File: src/hw/isp_pkg.sv
/*
 package for the i2c slave register port: bus constants, slave address defaults,
 general call codes and timing counts. assumes a 40 MHz system clock.
*/
package isp_pkg;
   // ************************************************
   // clock and timing
   // ************************************************
   localparam int unsigned CLK_HZ = 40000000;
   localparam int unsigned MAX_SCL_KHZ = 400;
   localparam int unsigned STRETCH_MAX_US = 100;
   localparam int unsigned STRETCH_MAX_CYC = (STRETCH_MAX_US * (CLK_HZ / 1000000));
   // ************************************************
   // addresses and codes
   // ************************************************
   localparam logic [6:0] SLAVE_ADDR_DEFAULT = 7'h44;
   localparam logic [6:0] GEN_CALL_ADDR = 7'h00;
   localparam logic [7:0] GEN_CALL_RESET_CODE = 8'h06;
   localparam logic [7:0] REG_PTR_RESET = 8'h00;
   localparam int unsigned ADDR_W = 8;
   localparam int unsigned DATA_W = 8;

   typedef enum logic [2:0]
   {
      ST_IDLE,
      ST_ADDR,
      ST_REGADR,
      ST_WDATA,
      ST_RDATA,
      ST_RACK,
      ST_GCALL,
      ST_IGNORE
   } isp_state_t;
endpackage

File: src/hw/isp_sync.sv
/*
 two flip-flop synchroniser for scl and sda pins.
 assumes inputs are asynchronous to clk_i.
*/
`timescale 1ns/1ps
module isp_sync #(
   parameter int WIDTH = 2
) (
   input wire logic clk_i,
   input wire logic srst_i,
   input wire logic [WIDTH-1:0] async_i,
   output logic [WIDTH-1:0] sync_o
);
   logic [WIDTH-1:0] meta_reg;
   logic [WIDTH-1:0] sync_reg;
   logic [WIDTH-1:0] meta_next;
   logic [WIDTH-1:0] sync_next;

   always_comb
   begin
      meta_next = async_i;
      sync_next = meta_reg;
   end

   // idle bus level is high, so reset to ones
   always_ff @(posedge clk_i)
   begin
      if (srst_i)
      begin
         meta_reg <= '1;
         sync_reg <= '1;
      end
      else
      begin
         meta_reg <= meta_next;
         sync_reg <= sync_next;
      end
   end

   assign sync_o = sync_reg;
endmodule

File: src/hw/isp_i2c_slave.sv
/*
 i2c slave front end giving a host access to an internal register set through
 an auto-incrementing address pointer. assumes open-drain scl/sda resolved
 outside, a register file that answers reads combinationally from reg_rdata_i,
 and a sleep indication from the power manager.
*/
// Notes on behaviour
// - interrupt line is driven low while a key or hardware event is pending.
// - when asleep, wake on start and leave that first address unacknowledged.
// - second attempt is acknowledged; reads and writes follow until stop. The code leaves every start unanswered while asleep_i is high.
// - slave only, up to 400 kHz bus clock.
// - device may hold scl low while busy; host waits for release.
// - clock stretch is cut off after 100 microseconds.
// - stretching happens after ack, or between start and first scl rise; the code stretches in any scl low phase outside ST_IDLE and ST_IGNORE.
// - first byte after write address loads the pointer and is acknowledged.
// - pointer advances by one per data byte unless the register is exempt.
// - pointer survives repeated start and stays valid until stop.
// - write data stored at pointer, acknowledged, then pointer advances.
// - read returns register at pointer; advance after each host ack.
// - general call write of 0x06 is recognised as reset.
// - general call reset restores the default slave address.
// - direction bit after seven address bits: zero write, one read.
// - every byte is followed by an acknowledge from the receiver.
`timescale 1ns/1ps
module isp_i2c_slave
   import isp_pkg::*;
#(
   parameter int unsigned STRETCH_LIMIT = STRETCH_MAX_CYC
) (
   input wire logic clk_i,
   input wire logic srst_i,
   input wire logic scl_i,
   output logic scl_o,
   output logic scl_oe_o,
   input wire logic sda_i,
   output logic sda_o,
   output logic sda_oe_o,
   input wire logic asleep_i,
   input wire logic busy_i,
   input wire logic irq_pending_i,
   output logic host_interrupt_line_n_o,
   input wire logic addr_load_i,
   input wire logic [6:0] addr_new_i,
   input wire logic [ADDR_W-1:0] no_inc_addr_i,
   input wire logic no_inc_en_i,
   output logic [ADDR_W-1:0] reg_addr_o,
   output logic [DATA_W-1:0] reg_wdata_o,
   output logic reg_we_o,
   output logic reg_re_o,
   input wire logic [DATA_W-1:0] reg_rdata_i,
   output logic gen_call_reset_o,
   output logic [6:0] slave_addr_o
);
   // ************************************************
   // pin synchronisers and bus event detection
   // ************************************************
   logic [1:0] pins_sync;
   logic scl_s;
   logic sda_s;
   logic scl_d_reg;
   logic sda_d_reg;

   isp_sync #(.WIDTH(2)) u_sync (
      .clk_i(clk_i),
      .srst_i(srst_i),
      .async_i({scl_i, sda_i}),
      .sync_o(pins_sync)
   );

   assign scl_s = pins_sync[1];
   assign sda_s = pins_sync[0];

   always_ff @(posedge clk_i)
   begin
      if (srst_i)
      begin
         scl_d_reg <= 1'b1;
         sda_d_reg <= 1'b1;
      end
      else
      begin
         scl_d_reg <= scl_s;
         sda_d_reg <= sda_s;
      end
   end

   logic scl_rise;
   logic scl_fall;
   logic start_det;
   logic stop_det;
   assign scl_rise = scl_s & ~scl_d_reg;
   assign scl_fall = ~scl_s & scl_d_reg;
   assign start_det = scl_s & scl_d_reg & sda_d_reg & ~sda_s;
   assign stop_det = scl_s & scl_d_reg & ~sda_d_reg & sda_s;

   // ************************************************
   // protocol state
   // ************************************************
   isp_state_t state_reg, state_next;
   logic [7:0] shift_reg, shift_next;
   logic [3:0] bit_reg, bit_next;
   logic ack_phase_reg, ack_phase_next;
   logic ack_drive_reg, ack_drive_next;
   logic rd_mode_reg, rd_mode_next;
   logic [ADDR_W-1:0] ptr_reg, ptr_next;
   logic [6:0] saddr_reg, saddr_next;
   logic woke_reg, woke_next;
   logic gcall_reg, gcall_next;
   logic sda_o_reg, sda_o_next;
   logic sda_oe_reg, sda_oe_next;
   logic scl_oe_reg, scl_oe_next;
   logic irq_n_reg, irq_n_next;
   logic we_reg, we_next;
   logic re_reg, re_next;
   logic gcr_reg, gcr_next;
   logic [DATA_W-1:0] wdata_reg, wdata_next;
   logic [$clog2(STRETCH_LIMIT+1)-1:0] str_cnt_reg, str_cnt_next;
   logic stretch_ok;
   logic [7:0] byte_in;
   logic host_ack;

   assign byte_in = {shift_reg[6:0], sda_s};
   assign stretch_ok = (str_cnt_reg < STRETCH_LIMIT[$bits(str_cnt_reg)-1:0]);
   assign host_ack = ~sda_s;

   always_comb
   begin
      state_next = state_reg;
      shift_next = shift_reg;
      bit_next = bit_reg;
      ack_phase_next = ack_phase_reg;
      ack_drive_next = ack_drive_reg;
      rd_mode_next = rd_mode_reg;
      ptr_next = ptr_reg;
      saddr_next = saddr_reg;
      woke_next = woke_reg;
      gcall_next = gcall_reg;
      sda_o_next = 1'b0;
      sda_oe_next = sda_oe_reg;
      scl_oe_next = 1'b0;
      // count holds through one low phase, so a spent stretch cannot restart before scl rises
      str_cnt_next = scl_s ? '0 : str_cnt_reg;
      we_next = 1'b0;
      re_next = 1'b0;
      gcr_next = 1'b0;
      wdata_next = wdata_reg;
      irq_n_next = ~irq_pending_i;
      if (addr_load_i)
         saddr_next = addr_new_i;
      // woke_next set on a start while asleep is cleared by the start branch below; that attempt is not answered
      if (asleep_i & start_det)
         woke_next = 1'b1;
      // busy stretch only while scl is already low, capped in length
      if (busy_i & ~scl_s & stretch_ok & (state_reg != ST_IDLE) & (state_reg != ST_IGNORE))
      begin
         scl_oe_next = 1'b1;
         str_cnt_next = str_cnt_reg + 1'b1;
      end
      if (stop_det)
      begin
         state_next = ST_IDLE;
         sda_oe_next = 1'b0;
         ptr_next = ptr_reg;
      end
      else if (start_det)
      begin
         // repeated start keeps the pointer
         bit_next = '0;
         ack_phase_next = 1'b0;
         sda_oe_next = 1'b0;
         // first address after wake is dropped: no ack, sda released
         state_next = (asleep_i | woke_reg) ? ST_IGNORE : ST_ADDR;
         woke_next = 1'b0;
      end
      else if (scl_rise & ~ack_phase_reg & (state_reg != ST_IDLE) & (state_reg != ST_IGNORE))
      begin
         shift_next = byte_in;
         bit_next = bit_reg + 1'b1;
      end
      else if (scl_rise & ack_phase_reg & (state_reg == ST_RACK))
      begin
         // host ack after a read byte decides whether to go on
         if (host_ack)
         begin
            ptr_next = (no_inc_en_i && ptr_reg == no_inc_addr_i) ? ptr_reg : ptr_reg + 1'b1;
            state_next = ST_RDATA;
         end
         else
            state_next = ST_IGNORE;
      end
      else if (scl_fall)
      begin
         if (ack_phase_reg)
         begin
            // end of ack bit: release or present next read bit
            ack_phase_next = 1'b0;
            ack_drive_next = 1'b0;
            bit_next = '0;
            if (state_reg == ST_RDATA)
            begin
               shift_next = reg_rdata_i;
               sda_oe_next = ~reg_rdata_i[7];
               re_next = 1'b1;
            end
            else
               sda_oe_next = 1'b0;
         end
         else if (state_reg == ST_RDATA)
         begin
            if (bit_reg == 4'd8)
            begin
               sda_oe_next = 1'b0;
               ack_phase_next = 1'b1;
               state_next = ST_RACK;
            end
            else
               sda_oe_next = ~shift_reg[7];
         end
         else if (bit_reg == 4'd8)
         begin
            ack_phase_next = 1'b1;
            unique case (state_reg)
               ST_ADDR:
               begin
                  rd_mode_next = shift_reg[0];
                  if (shift_reg[7:1] == saddr_reg)
                  begin
                     sda_oe_next = 1'b1;
                     state_next = shift_reg[0] ? ST_RDATA : ST_REGADR;
                  end
                  else if (shift_reg[7:1] == GEN_CALL_ADDR && !shift_reg[0])
                  begin
                     sda_oe_next = 1'b1;
                     state_next = ST_GCALL;
                  end
                  else
                     state_next = ST_IGNORE;
               end
               ST_REGADR:
               begin
                  ptr_next = shift_reg;
                  sda_oe_next = 1'b1;
                  state_next = ST_WDATA;
               end
               ST_WDATA:
               begin
                  we_next = 1'b1;
                  wdata_next = shift_reg;
                  sda_oe_next = 1'b1;
                  ptr_next = (no_inc_en_i && ptr_reg == no_inc_addr_i) ? ptr_reg : ptr_reg + 1'b1;
               end
               ST_GCALL:
               begin
                  if (shift_reg == GEN_CALL_RESET_CODE)
                  begin
                     gcr_next = 1'b1;
                     saddr_next = SLAVE_ADDR_DEFAULT;
                     sda_oe_next = 1'b1;
                  end
                  state_next = ST_IGNORE;
               end
               default:
                  state_next = ST_IGNORE;
            endcase
         end
      end
   end

   always_ff @(posedge clk_i)
   begin
      if (srst_i)
      begin
         state_reg <= ST_IDLE;
         shift_reg <= '0;
         bit_reg <= '0;
         ack_phase_reg <= 1'b0;
         ack_drive_reg <= 1'b0;
         rd_mode_reg <= 1'b0;
         ptr_reg <= REG_PTR_RESET;
         saddr_reg <= SLAVE_ADDR_DEFAULT;
         woke_reg <= 1'b0;
         gcall_reg <= 1'b0;
         sda_o_reg <= 1'b0;
         sda_oe_reg <= 1'b0;
         scl_oe_reg <= 1'b0;
         irq_n_reg <= 1'b1;
         we_reg <= 1'b0;
         re_reg <= 1'b0;
         gcr_reg <= 1'b0;
         wdata_reg <= '0;
         str_cnt_reg <= '0;
      end
      else
      begin
         state_reg <= state_next;
         shift_reg <= shift_next;
         bit_reg <= bit_next;
         ack_phase_reg <= ack_phase_next;
         ack_drive_reg <= ack_drive_next;
         rd_mode_reg <= rd_mode_next;
         ptr_reg <= ptr_next;
         saddr_reg <= saddr_next;
         woke_reg <= woke_next;
         gcall_reg <= gcall_next;
         sda_o_reg <= sda_o_next;
         sda_oe_reg <= sda_oe_next;
         scl_oe_reg <= scl_oe_next;
         irq_n_reg <= irq_n_next;
         we_reg <= we_next;
         re_reg <= re_next;
         gcr_reg <= gcr_next;
         wdata_reg <= wdata_next;
         str_cnt_reg <= str_cnt_next;
      end
   end

   // ************************************************
   // outputs, all from flip-flops except scl_o, tied low
   // ************************************************
   assign sda_o = sda_o_reg;
   assign sda_oe_o = sda_oe_reg;
   assign scl_o = 1'b0;
   assign scl_oe_o = scl_oe_reg;
   assign host_interrupt_line_n_o = irq_n_reg;
   assign reg_addr_o = ptr_reg;
   assign reg_wdata_o = wdata_reg;
   assign reg_we_o = we_reg;
   assign reg_re_o = re_reg;
   assign gen_call_reset_o = gcr_reg;
   assign slave_addr_o = saddr_reg;
endmodule

File: config.mk
export PLATFORM = sky130hd
export DESIGN_NAME = isp_i2c_slave
export DESIGN_NICKNAME = d
export VERILOG_FILES = /design/src/hw/isp_pkg.sv /design/src/hw/isp_sync.sv /design/src/hw/isp_i2c_slave.sv
export SDC_FILE = /design/constraint.sdc
export NUM_CORES = 1
export LEC_CHECK = 0
export ABC_AREA = 1
export BUFFER_PORTS_ARGS = -buffer_cell sky130_fd_sc_hd__buf_2
export CAP_MARGIN = 25
export CORE_MARGIN = 2
export CORE_UTILIZATION = 56
export DETAILED_ROUTE_END_ITERATION = 6
export HOLD_SLACK_MARGIN = 0.02
export PLACE_DENSITY = 0.8
export SLEW_MARGIN = 20
export SYNTH_ARGS = -nofsm -noshare
export SYNTH_HDL_FRONTEND = slang
export SYNTH_SLANG_ARGS = --single-unit
File: constraint.sdc
create_clock -name clk_i -period 1.8 [get_ports clk_i]
set_input_delay 0.36 -clock clk_i [delete_from_list [all_inputs] [get_ports clk_i]]
set_output_delay 0.36 -clock clk_i [all_outputs]
set_load 0.1 [all_outputs]
### After elaboration in Yosys (flattened, before gate mapping)

Cells that the tools add are included.
Widths: inputs -> output; s select.

| operators by class | value |
|---|---|
| add/subtract/negate cells | 3 |
| $mul | 0 |
| div/mod/pow operators | 0 |
| magnitude comparators | 1 |
| equality and inequality tests | 22 |
| shift operators | 0 |
| multiplexer cells | 67 |
| bitwise operators | 34 |
| reduce and logical (&&, ||, !) cells | 32 |

Operators with widths:

| operator | count |
|---|---|
| $mux 8 | 12 |
| $mux 7 | 11 |
| $mux 3 | 11 |
| $mux 12 | 2 |
| $mux 1 | 22 |
| $reduce_bool 3->1 | 7 |
| $mux 4 | 5 |
| $reduce_and 9->1 | 2 |
| $and 1x1->1 | 17 |
| $not 1->1 | 16 |
| $pmux 8 s2 | 1 |
| $reduce_bool 2->1 | 7 |
| $add 12x1->12 const B | 1 |
| $lt 12x12->1 const B | 1 |
| $ne 2x2->1 const B | 5 |
| $reduce_or 10->1 | 1 |
| $eq 3x3->1 const B | 3 |
| $pmux 3 s3 | 1 |
| $reduce_or 9->1 | 1 |
| $add 8x1->8 const B | 1 |
| $eq 8x3->1 const B | 1 |
| $eq 8x8->1 | 1 |
| $ne 4x4->1 const B | 2 |
| $reduce_and 4->1 | 2 |
| 22 further kinds | 26 |

| storage, ports and cells | value |
|---|---|
| register bits | 64 |
| bits in latches | 0 |
| memory bits (writable) | 0 |
| memory bits (read-only) | 0 |
| input bits | 32 |
| output and inout bits | 31 |
| logic and storage cells | 178 |
| memories kept | 0 |

### Depth between registers and ports, before layout

| logic depth | value |
|---|---|
| depth in word-level cells | 12 |
| mapped depth | 12 |

### Modules after synthesis

A second synthesis with hierarchy kept.

| unflattened totals | value |
|---|---|
| cells, all modules | 565 |
| area, all modules | 3651.0 µm² |

By module, submodules not included:

| module | times used | cells each | area each (µm²) | sequential area each (µm²) |
|---|---|---|---|---|
| isp_i2c_slave | 1 | 552 | 3534.6 | 1201.2 |
| isp_sync | 1 | 13 | 116.4 | 80.1 |

### Worst setup path before layout

OpenSTA, ideal clock, no wires.

| path | value |
|---|---|
| path kind | flip-flop to flip-flop |
| start | register ptr_reg[4], in the netlist reg_addr_o[4] |
| end | register ptr_reg[7], in the netlist reg_addr_o[7] |
| data arrival time | 2.089 ns |
| required time | 1.730 ns |
| slack | -0.359 ns |
| stages on the path, launching flop included | 12 |
| period minus slack after synthesis | 2.159 ns |
| cell sequence | dfxtp_1 buf_2 inv_1 nand2_1 nand2_1 nor2_1 nand2_1 nor2_1 nand3_1 nand3_1 nand2_1 a21oi_1 |

| between the ends | value |
|---|---|
| word-level cells in the longest chain between the ends | 9 |
| elaborated cells between the ends (all ways) | 11 |

RTL lines:

| what | RTL line | text |
|---|---|---|
| from (decl) | isp_i2c_slave.sv:105 | `logic [ADDR_W-1:0] ptr_reg, ptr_next;` |
| from (signal assigned) | isp_i2c_slave.sv:301 | `ptr_reg <= ptr_next;` |
| parallel branches: the longest is 2 deep, another holds $add 8x1->8 | n/a |  |
| $mux 8 (*) | isp_i2c_slave.sv:185, isp_i2c_slave.sv:250 |  |
| $pmux 8 s2 | isp_i2c_slave.sv:222 | `unique case (state_reg)` |
| $mux 8 | isp_i2c_slave.sv:219 | `else if (bit_reg == 4'd8)` |
| $mux 8 | isp_i2c_slave.sv:208 | `else if (state_reg == ST_RDATA)` |
| $mux 8 | isp_i2c_slave.sv:193 | `if (ack_phase_reg)` |
| $mux 8 | isp_i2c_slave.sv:191 | `else if (scl_fall)` |
| $mux 8 (*) | isp_i2c_slave.sv:180 | `else if (scl_rise & ack_phase_reg & (state_reg == ST_RACK))` |

Every way passes the cells marked *. The select of a mux whose other input is x is not followed.
A chain may end at the register's enable or synchronous reset.

### Worst setup path after layout

| path | value |
|---|---|
| start | register bit_reg[0] |
| end | register wdata_reg[7], in the netlist reg_wdata_o[7] |

| between the ends | value |
|---|---|
| word-level cells in the longest chain between the ends | 2 |

RTL lines:

| what | RTL line | text |
|---|---|---|
| from (decl) | isp_i2c_slave.sv:101 | `logic [3:0] bit_reg, bit_next;` |
| from (signal assigned) | isp_i2c_slave.sv:297 | `bit_reg <= bit_next;` |
| $eq 4x4->1 | isp_i2c_slave.sv:219 |  |
| $reduce_and 9->1 (no line) | n/a |  |
| to (signal assigned) | isp_i2c_slave.sv:312 | `wdata_reg <= wdata_next;` |
| to (decl) | isp_i2c_slave.sv:116 | `logic [DATA_W-1:0] wdata_reg, wdata_next;` |

No other way between the ends.

==> parameters.txt <==
Parameter                              Value

GRT
  GRT overflow ... 0
  Number of antenna violations at the first check in global routing ... 0
  GRT Resource Usage Total ... 0.248
  Maximum number of pins on one net before global-route repair ... 21
  Wire length of the first global-routing pass ... 14,500 µm
  Number of global-route vias before repair ... between 3,000 and 4,000

Worst hold path
  Hold/Removal Path Class ... primary input to register

Power
  Leakage power ... between 1.5 and 2 nW
  VDD IR max ... 0.430 mV
  Total chip power ... 2.99 mW
  Power density over the cells ... 720 nW/µm²

Logic synthesis
  Yosys warning total ... 0
  Most used standard cell by instance count after synthesis ... sky130_fd_sc_hd__nand2_1
  Number of distinct standard cells referenced by the synthesized netlist ... 34
  Top cell type by total area after synthesis ... sky130_fd_sc_hd__dfxtp_1
  Avg Cell Area, Syn ... between 6 and 7 µm²
  Post-synth EDFFs ... 0
  FFs w/ async S/R, synth ... 0
  Synth Area in XOR/XNOR ... 0.0252
  Leading cell types by total area after synthesis ... sky130_fd_sc_hd__dfxtp_1 37%, sky130_fd_sc_hd__nand2_1 17%, sky130_fd_sc_hd__inv_1 7.1%, sky130_fd_sc_hd__a21oi_1 6.6%, sky130_fd_sc_hd__nand3_1 4.9%
  Most frequent cells after synthesis ... 162 x sky130_fd_sc_hd__nand2_1, 66 x sky130_fd_sc_hd__inv_1, 64 x sky130_fd_sc_hd__dfxtp_1, 46 x sky130_fd_sc_hd__a21oi_1, 39 x sky130_fd_sc_hd__nor2_1
  Post-synth top area share ... 0.368
  Gate count after technology mapping ... 533
  Proportion of synthesized area in mux cells ... 0
  Share of synthesized area occupied by flip-flops and latches ... 0.368
  Flip-flop and latch count after synthesis ... 64
  Prevailing post-synth register cell ... sky130_fd_sc_hd__dfxtp_1
  Adder and majority cell fraction of the synthesized area ... 0.0144
  Post-synthesis simple-gate area fraction ... 0.348
  Fraction of the mapped netlist area in compound gates ... 0.140
  Mapped cell area ... 3480 µm²
  Largest family of logic cells by synthesized area ... simple AND/OR/NAND/NOR gates

Flow run
  Max-cap violations ... 0

Layout
  Net count of the finished layout ... 640
  Utilization after layout ... 0.697
  Area used by sequential logic in the layout ... approximately 1300 µm²
  Area of the multi-input gates ... 1860 µm²
  Max reg flops ... 12
  Fraction of layout instances using a drive strength above 1 ... 0.213
  Fill cell total of the finished layout ... about 550
  N_diodes ... 0
  Synthesis-to-layout area growth ... 19.2%

STA
  Final clock period utilization by the worst path ... 0.919
  Count of pins over their slew limit ... 0
  Final hold viol count ... 0
  Unrepaired setup endpoints after global routing ... false
  Clock Skews ... 0.00949 ns
  Setup violators final ... 0
  Achievable Freq ... between 0.6 and 0.7 GHz
  Post-layout minimum cycle time ... ~1.7 ns
  Sum of negative setup slack ... 0 ns

Detailed routing
  Detailed Route WL ... roughly 8500 µm
  WL/cell ... 12.4 µm
  Vias per inst ... 5.34
  Remaining number of nets flagged by the antenna check after routing ... 0
  Vias ... 3,654
  Total iterations of the first detailed-routing run ... 5
  Residual DRC count ... 0
  Violation count after the first detailed-route iteration ... just under 200

Clock network
  H-tree lvl count ... 3
  Clock transition at the registers of the reported paths ... 0.07 ns
  Clk Latency, worst-skew pair ... ~0.34 ns
  Master cell of the clock root buffer ... sky130_fd_sc_hd__clkbuf_8
  Maximum clock path buffer count ... 2
  CTS tree ... yes
  Number of sinks on the clock net ... between 60 and 70
  Number of CTS-inserted buffers ... 9

Outcome
  Run status ... complete, no violations

Critical path
  Maximum fanout encountered on the critical timing path ... 16
  Critical path data required time ... between 2 and 2.5 ns
  Type of the worst setup path ... register to register
  Worst setup SP type ... register
  CP Capture Type ... register
  Cells traversed along the worst timing path ... inv_1 > ha_1 > nand2_1 > nor2_4 > nand2_2 > nor2_2 > inv_1 > nor2_2 > buf_12 > o21ai_0 > a21oi_1
  CP max stage delay ... ~0.32 ns
  Arrival @ worst endpoint ... 1.92 ns
  Standard cell with the maximum stage delay on the critical path ... sky130_fd_sc_hd__dfxtp_1

Floorplanning
  Total die area ... roughly 6900 µm²
  Starting density of the core ... 0.584
  Cell Rows ... 28
  Io pins ... 63
  Placeable core area ... 5960 µm²
  DIE HEIGHT ... 82.8 µm
  Overall die width ... 82.8 µm

Placement
  Port Buffer Count ... 60
  GPL Wtd Cong ... 0.965
  Hpwl dp ... 6350 µm
==> stage by stage <==
stage / cells / hold WS, ns / setup WS (ns) / area, µm²
floorplan: 534 / 0.389 / 0.00186 / 3500
global placement: 665 / 0.392 / 0.142 / 3900
detailed placement: 665 / 0.397 / 0.111 / 3900
CTS: 681 / 0.180 / 0.0711 / 4100
global route: 684 / 0.187 / 0.000158 / 4150
finish: 684 / 0.190 / 0.146 / 4150
==> routing by layer <==
layer  up-vias  share of wire  GRT usage
met5         -              0          0
met2       107           0.50      0.438
met1      1672           0.44      0.304
met4         0          0.016     0.0984
met3        14          0.042     0.0368
li1       1861              -          -
==> final timing paths <==
check,slack [ns],end,startpoint,cells after the start
worst max-delay path,0.15,reg_wdata_o[7]$_SDFFE_PP0P_,bit_reg[0]$_SDFFE_PP0P_,11
worst min-delay path,0.19,host_interrupt_line_n_o$_SDFF_PP1_,irq_pending_i,2
worst max register to register,0.15,reg_wdata_o[7]$_SDFFE_PP0P_,bit_reg[0]$_SDFFE_PP0P_,11
worst min register to register,0.41,u_sync.sync_o[1]$_SDFF_PP1_,u_sync.meta_reg[1]$_SDFF_PP1_,1
==> worst max-delay path, delay by kind of cell, from the launching register on <==
family / cells / cell delay, ns
AO/OA/AOI/OAI: 2 / 0.23
adder cells (fa/ha/maj): 1 / 0.15
buffers and inverters: 3 / 0.32
flip-flops: 1 / 0.32
AND/OR/NAND/NOR: 5 / 0.56
==> cell families after synthesis <==
family	after synthesis
AND/OR/NAND/NOR	275
AO/OA/AOI/OAI	92
buffers and inverters	87
flip-flops	64
XOR/XNOR	10
adder cells (fa/ha/maj)	4
other	1
==> cell usage in the layout (no fill, tap or decap), types with 13 or more instances in the layout <==
| cell type | netlist | final |
|---|---|---|
| sky130_fd_sc_hd__nand2_1 | 162 | 160 |
| sky130_fd_sc_hd__inv_1 | 66 | 64 |
| sky130_fd_sc_hd__buf_2 | 4 | 60 |
| sky130_fd_sc_hd__dfxtp_1 | 64 | 49 |
| sky130_fd_sc_hd__a21oi_1 | 46 | 46 |
| sky130_fd_sc_hd__nor2_1 | 39 | 37 |
| sky130_fd_sc_hd__nand3_1 | 34 | 34 |
| sky130_fd_sc_hd__o21ai_0 | 32 | 32 |
| sky130_fd_sc_hd__buf_4 | 6 | 14 |
| sky130_fd_sc_hd__nor3_1 | 13 | 13 |
| sky130_fd_sc_hd__dfxtp_2 | 0 | 13 |
==> timing repair <==
item	CTS	global route
hold buffers	0	0
setup buffers	0	3
endpoints found under the setup margin	0	32
resized for setup	0	12
==> cell type report <==
class                           count  share of cell area
Multi-Input combinational cell    383               0.449
Tap cell                           75              0.0226
Sequential cell                    64               0.315
Clock buffer                       14              0.0443
Timing Repair Buffer               75               0.103
Clock inverter                      2             0.00241
Inverter                           71              0.0642
==> where the power goes <==
group / switching (mW) / total [mW] / internal (mW)
registers: 0.0253 / 1.46 / 1.44
logic: 0.242 / 0.340 / 0.0982
clock network: 0.527 / 1.18 / 0.656
total: 0.794 / 2.99 / 2.19
Note: power is estimated with default switching activity, not from simulation.
